==> config.mk <==
export PLATFORM = sky130hd
export DESIGN_NAME = acc_cal_regs
export DESIGN_NICKNAME = d
export VERILOG_FILES = /design/src/design/acc_pkg.sv /design/src/design/acc_cal_regs.sv
export VERILOG_INCLUDE_DIRS = /design/src /design/src/design
export SDC_FILE = /design/constraint.sdc
export NUM_CORES = 1
export LEC_CHECK = 0
export ABC_AREA = 1
export ABC_CLOCK_PERIOD_IN_PS = 1750
export BUFFER_PORTS_ARGS = -buffer_cell sky130_fd_sc_hd__buf_2
export CAP_MARGIN = 15
export CORE_UTILIZATION = 35
export CTS_CLUSTER_DIAMETER = 80
export DETAILED_ROUTE_END_ITERATION = 8
export GPL_TIMING_DRIVEN = 0
export PLACE_DENSITY_LB_ADDON = 0.1
export RECOVER_POWER = 100
export SETUP_SLACK_MARGIN = 0.1
export SLEW_MARGIN = 20
export SYNTH_ARGS = -nofsm -noshare
export SYNTH_HDL_FRONTEND = slang
export SYNTH_SLANG_ARGS = --single-unit
==> constraint.sdc <==
create_clock -name aclk -period 1.75 [get_ports aclk]
set_input_delay 0.35 -clock aclk [delete_from_list [all_inputs] [get_ports aclk]]
set_output_delay 0.35 -clock aclk [all_outputs]
set_load 0.1 [all_outputs]
==> src/design/acc_cfg.svh <==
// Purpose: constants for the calibration control register bank
// Assumes: axi4-lite, 32-bit data, one register per aligned word
// Notes: printed offsets are register indices; byte address is index * 4
`ifndef ACC_CFG_SVH
`define ACC_CFG_SVH

`define ACC_IDX_RUN 8'h61
`define ACC_IDX_MODE 8'h62
`define ACC_IDX_OREF 8'h65
`define ACC_IDX_AVG 8'h68
`define ACC_IDX_STAT 8'h6a

`define ACC_RST_RUN 8'h01
`define ACC_RST_MODE 8'h01
`define ACC_RST_OREF 8'h01
`define ACC_RST_AVG 8'h61

`define ACC_BIT_RUN 0
`define ACC_BIT_FG 0
`define ACC_BIT_BG 1
`define ACC_BIT_OS 2
`define ACC_BIT_BGOS 3
`define ACC_BIT_OFFSET_REFERENCE_SELECT 2
`define ACC_OSAVG_HI 6
`define ACC_OSAVG_LO 4
`define ACC_LAVG_HI 2
`define ACC_LAVG_LO 0
`define ACC_BIT_DONE 0

`define ACC_RESP_OKAY 2'b00
`define ACC_RESP_SLVERR 2'b10

`endif

==> src/design/acc_pkg.sv <==
// Purpose: types for the calibration control register bank
// Assumes: nothing
// Notes: constants live in acc_cfg.svh
package acc_pkg;
   typedef enum logic [1:0] {ACC_IDLE, ACC_FG_RUN, ACC_DONE} acc_state_t;
endpackage

==> src/design/acc_cal_regs.sv <==
// Purpose: axi4-lite register bank steering the adc calibration engine
// Assumes: one clock, synchronous active-low reset
// Notes: foreground run length is a parameter standing in for the engine
`timescale 1ns/10ps
`include "acc_cfg.svh"

module acc_cal_regs #(
   parameter int FG_CYCLES = 64
) (
   input wire logic aclk,
   input wire logic aresetn,
   input wire logic [11:0] s_axi_awaddr,
   input wire logic [2:0] s_axi_awprot,
   input wire logic s_axi_awvalid,
   output logic s_axi_awready,
   input wire logic [31:0] s_axi_wdata,
   input wire logic [3:0] s_axi_wstrb,
   input wire logic s_axi_wvalid,
   output logic s_axi_wready,
   output logic [1:0] s_axi_bresp,
   output logic s_axi_bvalid,
   input wire logic s_axi_bready,
   input wire logic [11:0] s_axi_araddr,
   input wire logic [2:0] s_axi_arprot,
   input wire logic s_axi_arvalid,
   output logic s_axi_arready,
   output logic [31:0] s_axi_rdata,
   output logic [1:0] s_axi_rresp,
   output logic s_axi_rvalid,
   input wire logic s_axi_rready,
   output logic cal_run,
   output logic divider_reset,
   output logic fg_reset_values,
   output logic fg_active,
   output logic background_trim_enable,
   output logic background_offset_trim_enable,
   output logic foreground_offset_trim_enable,
   output logic offset_reference_select,
   output logic [2:0] offset_averaging_depth,
   output logic [2:0] linearity_averaging_depth,
   output logic foreground_trim_complete
);

   // ----------------------------------------------------------------
   // write channel
   // ----------------------------------------------------------------
   logic [7:0] run_reg;
   logic [7:0] mode_reg;
   logic [7:0] oref_reg;
   logic [7:0] avg_reg;
   logic aw_held_reg;
   logic [9:0] aw_idx_reg;
   logic w_held_reg;
   logic [31:0] wdata_reg;
   logic [3:0] wstrb_reg;
   logic bvalid_reg;
   logic [1:0] bresp_reg;

   // ----------------------------------------------------------------
   // write handshake
   // ----------------------------------------------------------------
   // both channels stall while a response waits, so one write at a time
   wire aw_take = s_axi_awvalid && s_axi_awready;
   wire w_take = s_axi_wvalid && s_axi_wready;
   assign s_axi_awready = !aw_held_reg && !bvalid_reg;
   assign s_axi_wready = !w_held_reg && !bvalid_reg;

   wire aw_have = aw_held_reg || aw_take;
   wire w_have = w_held_reg || w_take;
   wire do_write = aw_have && w_have && !bvalid_reg;
   wire [9:0] wr_idx = aw_held_reg ? aw_idx_reg : s_axi_awaddr[11:2];
   wire [31:0] wr_data = w_held_reg ? wdata_reg : s_axi_wdata;
   wire [3:0] wr_strb = w_held_reg ? wstrb_reg : s_axi_wstrb;
   wire wr_lane0 = do_write && wr_strb[0];
   wire [7:0] wr_byte = wr_data[7:0];

   // ----------------------------------------------------------------
   // write decode
   // ----------------------------------------------------------------
   // only byte lane zero carries a register; other lanes are dropped
   wire wr_run_hit = wr_idx == {2'b00, `ACC_IDX_RUN};
   wire wr_mode_hit = wr_idx == {2'b00, `ACC_IDX_MODE};
   wire wr_oref_hit = wr_idx == {2'b00, `ACC_IDX_OREF};
   wire wr_avg_hit = wr_idx == {2'b00, `ACC_IDX_AVG};
   wire wr_stat_hit = wr_idx == {2'b00, `ACC_IDX_STAT};
   wire wr_mapped = wr_run_hit || wr_mode_hit || wr_oref_hit || wr_avg_hit
      || wr_stat_hit;

   // reserved bits are stored as written; host keeps them at default
   wire [7:0] run_next = (wr_lane0 && wr_run_hit) ? wr_byte : run_reg;
   wire [7:0] mode_next = (wr_lane0 && wr_mode_hit) ? wr_byte : mode_reg;
   wire [7:0] oref_next = (wr_lane0 && wr_oref_hit) ? wr_byte : oref_reg;
   wire [7:0] avg_next = (wr_lane0 && wr_avg_hit) ? wr_byte : avg_reg;

   // ----------------------------------------------------------------
   // register storage
   // ----------------------------------------------------------------
   // run enable resets high so calibration starts straight after reset
   always_ff @(posedge aclk) begin
      if (!aresetn) begin
         run_reg <= `ACC_RST_RUN;
      end else begin
         run_reg <= run_next;
      end
   end

   always_ff @(posedge aclk) begin
      if (!aresetn) begin
         mode_reg <= `ACC_RST_MODE;
      end else begin
         mode_reg <= mode_next;
      end
   end

   always_ff @(posedge aclk) begin
      if (!aresetn) begin
         oref_reg <= `ACC_RST_OREF;
      end else begin
         oref_reg <= oref_next;
      end
   end

   always_ff @(posedge aclk) begin
      if (!aresetn) begin
         avg_reg <= `ACC_RST_AVG;
      end else begin
         avg_reg <= avg_next;
      end
   end

   // ----------------------------------------------------------------
   // write holding
   // ----------------------------------------------------------------
   // address and data may arrive on different edges; each side is
   // parked here until its partner shows up
   always_ff @(posedge aclk) begin
      if (!aresetn) begin
         aw_idx_reg <= 10'h000;
      end else if (aw_take) begin
         aw_idx_reg <= s_axi_awaddr[11:2];
      end
   end

   always_ff @(posedge aclk) begin
      if (!aresetn) begin
         wdata_reg <= 32'h00000000;
         wstrb_reg <= 4'h0;
      end else if (w_take) begin
         wdata_reg <= s_axi_wdata;
         wstrb_reg <= s_axi_wstrb;
      end
   end

   always_ff @(posedge aclk) begin
      if (!aresetn) begin
         aw_held_reg <= 1'b0;
         w_held_reg <= 1'b0;
      end else begin
         aw_held_reg <= aw_have && !do_write;
         w_held_reg <= w_have && !do_write;
      end
   end

   // ----------------------------------------------------------------
   // write response
   // ----------------------------------------------------------------
   // unmapped words answer with an error; the status word ignores writes
   always_ff @(posedge aclk) begin
      if (!aresetn) begin
         bvalid_reg <= 1'b0;
         bresp_reg <= `ACC_RESP_OKAY;
      end else if (do_write) begin
         bvalid_reg <= 1'b1;
         bresp_reg <= wr_mapped ? `ACC_RESP_OKAY : `ACC_RESP_SLVERR;
      end else if (s_axi_bready) begin
         bvalid_reg <= 1'b0;
      end
   end

   assign s_axi_bvalid = bvalid_reg;
   assign s_axi_bresp = bresp_reg;

   // ----------------------------------------------------------------
   // calibration sequencing
   // ----------------------------------------------------------------
   acc_pkg::acc_state_t state_reg;
   acc_pkg::acc_state_t state_next;
   logic [15:0] fg_cnt_reg;
   logic run_d_reg;

   // the foreground run length stands in for the real engine
   localparam logic [15:0] FG_LAST = 16'(FG_CYCLES - 1);
   wire run_en = run_reg[`ACC_BIT_RUN];
   wire fg_sel = mode_reg[`ACC_BIT_FG];
   wire run_rise = run_en && !run_d_reg;
   wire fg_end = fg_cnt_reg == FG_LAST;

   // ----------------------------------------------------------------
   // sequencing state machine
   // ----------------------------------------------------------------
   // clearing run enable wins over every state and returns to idle
   always_comb begin
      state_next = state_reg;
      unique case (state_reg)
         acc_pkg::ACC_IDLE: begin
            if (run_en) begin
               state_next = fg_sel ? acc_pkg::ACC_FG_RUN
                  : acc_pkg::ACC_DONE;
            end
         end
         acc_pkg::ACC_FG_RUN: begin
            if (fg_end) begin
               state_next = acc_pkg::ACC_DONE;
            end
         end
         acc_pkg::ACC_DONE: begin
            state_next = acc_pkg::ACC_DONE;
         end
         default: begin
            state_next = acc_pkg::ACC_IDLE;
         end
      endcase
      if (!run_en) begin
         state_next = acc_pkg::ACC_IDLE;
      end
   end

   always_ff @(posedge aclk) begin
      if (!aresetn) begin
         state_reg <= acc_pkg::ACC_IDLE;
         fg_cnt_reg <= 16'h0000;
         run_d_reg <= 1'b0;
      end else begin
         state_reg <= state_next;
         run_d_reg <= run_en;
         fg_cnt_reg <= (state_reg == acc_pkg::ACC_FG_RUN && !fg_end)
            ? fg_cnt_reg + 16'h0001 : 16'h0000;
      end
   end

   // ----------------------------------------------------------------
   // foreground completion
   // ----------------------------------------------------------------
   // follows the next state so it rises on the edge that enters done
   logic done_reg;
   always_ff @(posedge aclk) begin
      if (!aresetn) begin
         done_reg <= 1'b0;
      end else begin
         done_reg <= state_next == acc_pkg::ACC_DONE;
      end
   end

   // ----------------------------------------------------------------
   // outputs to the calibration engine
   // ----------------------------------------------------------------
   wire bg_sel = mode_reg[`ACC_BIT_BG];
   wire bgos_sel = mode_reg[`ACC_BIT_BGOS];
   wire fgos_sel = mode_reg[`ACC_BIT_OS];

   assign cal_run = run_en;
   assign divider_reset = !run_en;
   assign fg_reset_values = run_rise;
   assign fg_active = state_reg == acc_pkg::ACC_FG_RUN;
   assign background_trim_enable = run_en && bg_sel;
   assign background_offset_trim_enable = background_trim_enable
      && bgos_sel;
   assign foreground_offset_trim_enable = fg_active && fgos_sel;
   // zero: mid-code target, one: spare converter target
   assign offset_reference_select = oref_reg[`ACC_BIT_OFFSET_REFERENCE_SELECT];
   assign offset_averaging_depth =
      avg_reg[`ACC_OSAVG_HI:`ACC_OSAVG_LO];
   assign linearity_averaging_depth =
      avg_reg[`ACC_LAVG_HI:`ACC_LAVG_LO];
   assign foreground_trim_complete = done_reg;

   // ----------------------------------------------------------------
   // read channel
   // ----------------------------------------------------------------
   logic rvalid_reg;
   logic [31:0] rdata_reg;
   logic [1:0] rresp_reg;

   // a new read is refused until the previous answer has been taken
   assign s_axi_arready = !rvalid_reg;
   wire ar_take = s_axi_arvalid && s_axi_arready;
   wire [9:0] rd_idx = s_axi_araddr[11:2];
   wire rd_run = rd_idx == {2'b00, `ACC_IDX_RUN};
   wire rd_mode = rd_idx == {2'b00, `ACC_IDX_MODE};
   wire rd_oref = rd_idx == {2'b00, `ACC_IDX_OREF};
   wire rd_avg = rd_idx == {2'b00, `ACC_IDX_AVG};
   wire rd_stat = rd_idx == {2'b00, `ACC_IDX_STAT};
   wire rd_mapped = rd_run || rd_mode || rd_oref || rd_avg || rd_stat;
   wire [7:0] stat_byte = {7'h00, done_reg};
   wire [7:0] rd_byte = rd_run ? run_reg
      : rd_mode ? mode_reg
      : rd_oref ? oref_reg
      : rd_avg ? avg_reg
      : rd_stat ? stat_byte : 8'h00;

   // ----------------------------------------------------------------
   // read response
   // ----------------------------------------------------------------
   // data and response are registered so they stand until rready
   always_ff @(posedge aclk) begin
      if (!aresetn) begin
         rvalid_reg <= 1'b0;
         rdata_reg <= 32'h00000000;
         rresp_reg <= `ACC_RESP_OKAY;
      end else if (ar_take) begin
         rvalid_reg <= 1'b1;
         rdata_reg <= {24'h000000, rd_byte};
         rresp_reg <= rd_mapped ? `ACC_RESP_OKAY : `ACC_RESP_SLVERR;
      end else if (s_axi_rready) begin
         rvalid_reg <= 1'b0;
      end
   end

   assign s_axi_rvalid = rvalid_reg;
   assign s_axi_rdata = rdata_reg;
   assign s_axi_rresp = rresp_reg;

endmodule

==> impl_results.md <==
- Max Freq: 609 MHz
- Slowest cell on the critical path: dfxtp_1
- CTS Sinks: 85
- Final setup vio count: 0
- FILL cells: 1211
- Synth Register Bits: 85
- Critical path peak fanout: 3
- Combinational power share: 28.9%
- Clk pwr share: 34.0%
- Finished Cell Area: 0.00569 mm²
- Largest net degree at the start of global routing: 14
- Distinct cells, synth: 36
- Leak: 0.00249 µW
- Cell count of the worst reg-to-reg path: 11
- Max reg flops: 16
- Clock Latency Late Sink: 0.35 ns
- Total power: 5700 µW
- Slowest stage delay, CP: 0.41 ns
- Initial antenna violation count: 0
- Cells after synthesis: 616
- Cell Count, Final, Fillers Out: 894
- CTS max path bufs: 2
- Root Driver: clkbuf_16
- Vias per inst: 4.83
- Yosys warning count: 0
- Peak supply drop: 0.781 mV
- Family with the most delay on the worst path: buffers and inverters
- Net Sw Power: 2010 µW
- CP Buf/Inv Count: 2
- Final nets: 820
- CP Data Arrival Time: 1.29 ns
- R2r setup slk: 0.15 ns
- Tcrit/Tclk final: 93.8%
- DRC: 10
- Top Ports: 129
- Internal power: 3690 µW
- WS Path Type: register to output pin
- Cell area after synthesis: 0.00425 mm²
- Worst R2R Start: fg_cnt_reg[0]$_SDFF_PN0_
- Placed cell count: 849
- Clk_skew: 0.00728 ns
- Util after Layout: 49.0%
- Crit. End Element: output pin
- Final WL: 11.8 mm
- Final hold violations: 0
- Final WS setup: 0.108 ns
- Sequential fraction of the synthesis area: 40.0%
- Initial DRC count: 178
- Die width: 112 µm
- Placer congestion estimate: 0.857
- Outcome: complete, but fails checks
- Failing checks: DRC
- Die area: 0.0126 mm²
- CP Launch Type: register
- Hold path cells: 4
- Starting Density: 36.6%
- Total of max-cap violations: 0
- DRT Pass-1 Iters: 7
- Clock slew at the register clock pins of the worst setup and hold paths: 0.06 ns
- GR Overflow Total: 0
- PD cells: 1000 mW/mm²
- Gr usage total: 18.7%
- FF-to-FF End: fg_cnt_reg[14]$_SDFF_PN0_
- Synth area leaders: dfxtp_1, nor2_1, nand2_1, nand4_1, buf_4
- WP data required: 1.40 ns
- Commonest cells in the netlist: nor2_1, nand2_1, dfxtp_1
- Hold_sp: s_axi_bready
- Area delta synth->final: 33.6%
- Core Area: 0.0116 mm²
- Area after DPL: 0.00495 mm²
- Worst-margin pin slew: 0.651 ns
- Routed WL per cell: 13.2 µm
- Seq pwr share: 37.1%
- Layout cells sized above 1: 27.8%
- HP Class: primary input to register
- Via count: 4318
- FFs w/ async S/R, synth: 0%
- Number of global-route vias before repair: 3871
- Count leader, synth: nor2_1
- Global-route wire length before repair: 18.3 mm
- # diodes: 0
- Antenna Nets Post-Route: 0
- TritonCTS Buffers: 9
- Slew headroom: 56.4%
- Leading area contributor after synthesis: dfxtp_1
- CTS tree: done
- Crit-path cells: buf_4 > buf_2
- EDFF count, synth: 0
- Pins Over Slew Limit: 0
- Avg Cell Area, Syn: 6.91 µm²
- # port buffers: 65
- Worst Hold End: s_axi_bvalid$_SDFFE_PN0P_
- Sw frac: 35.3%
- Die H: 112 µm
- Row Count: 39
- Top cell type's share of synthesized area: 40.0%
- H-tree depth: 3
- RSZ-0062 raised after global routing: true
- Tmin final: 1.64 ns
- Post-DP HPWL: 8.45 mm
- Synth Flop Type: dfxtp_1
- Place WS: -0.115 ns
## worst max path at each step
stage / slack (ns) / from / end / depth (start not counted)
floorplan: -0.36 / run_reg[0]$_SDFFE_PN1P_ / fg_reset_values / 2
global placement: -0.1 / w_held_reg$_SDFF_PN0_ / avg_reg[4]$_SDFFE_PN0P_ / 9
detailed placement: -0.12 / fg_cnt_reg[0]$_SDFF_PN0_ / fg_cnt_reg[10]$_SDFF_PN0_ / 10
CTS: 0.08 / fg_cnt_reg[0]$_SDFF_PN0_ / fg_cnt_reg[10]$_SDFF_PN0_ / 10
global route: 0.02 / aresetn / s_axi_bresp[1]$_SDFFE_PN0P_ / 5
finish: 0.11 / avg_reg[2]$_SDFFE_PN0P_ / linearity_averaging_depth[2] / 2
## through the flow
| step | hold WS [ns] | setup TNS, ns |
|---|---|---|
| 2_1_floorplan | 0.418 | -7.90 |
| 3_3_place_gp | 0.430 | -1.16 |
| 3_5_place_dp | 0.442 | -1.36 |
| 4_1_cts | 0.234 | 0 |
| 5_1_grt | 0.277 | 0 |
| 6_report | 0.251 | 0 |
## cells in the final DEF, fill, tap and decap left out, types with 2 or more instances in the layout
cell type   instances
clkbuf_2           18
nor3_1             12
buf_4              57
buf_6               5
clkbuf_4            4
or2_2               9
o21ai_2             5
dfxtp_4             4
conb_1             26
clkinvlp_4          4
dfxtp_1            80
clkbuf_8            2
clkinv_4            2
clkbuf_16           9
nand2_2            10
a21oi_1            26
nand3_1            43
xor2_1              3
o21ai_1            16
buf_2              37
nor4_1              2
nand4_1            39
o21ai_0            24
clkinv_1            2
nor2_1            110
clkbuf_1           17
inv_1              47
nor2_4             16
nor2_2              5
nand3_4             3
nand2_4             5
nand2_1            90
## power by group through the flow
stage | Sequential (µW) | Combinational [µW] | Clock, µW
after floorplan | 2270 | 1030 | 0
after global placement | 2140 | 1410 | 0
after detailed placement | 2150 | 1410 | 0
after CTS | 2110 | 1480 | 1990
after global routing | 2120 | 1780 | 2070
final | 2110 | 1640 | 1940
## tightest hold or removal path: stages
cell and delay, ns:
buf_2 0.08, inv_1 0.03, nand2_1 0.05, a21oi_1 0.05
## final cells by class
class / instances / area (µm²) / area share, %
plain buffers: 47 / 330 / 5.81
inverters: 59 / 267 / 4.69
repair buffers: 90 / 547 / 9.62
clock inverters: 1 / 30.0 / 0.528
repair inverters: 1 / 5.00 / 0.0880
well taps: 143 / 179 / 3.15
clock buffers: 15 / 268 / 4.71
flip-flops and latches: 85 / 1720 / 30.2
multi-input cells: 453 / 2340 / 41.2
## cells by family after synthesis
kind of cell	after synthesis	synth area share (%)
other cells	1	0.0882
compound gates	74	8.91
buf+inv	106	12.7
xor+xnor	3	0.618
flops	85	40.0
fa+ha+maj	1	0.294
mux	1	0.235
simple gates	345	37.1
## layer usage
layer / GRT usage (%) / wire, µm
met5: 0 / 0
met4: 6.67 / 243
met3: 5.72 / 653
met2: 30.7 / 5480
met1: 23.3 / 5380
## what timing repair did
| item | CTS | global route |
|---|---|---|
| gates resized for setup | 24 | 59 |
| hold buffers | 0 | 0 |
| gates cloned | 2 | 3 |
| pin swaps | 1 | 26 |
| endpoints found under the setup margin | 50 | 48 |
| buffers inserted | 4 | 20 |
No activity file was read; power rests on OpenSTA's default activity.
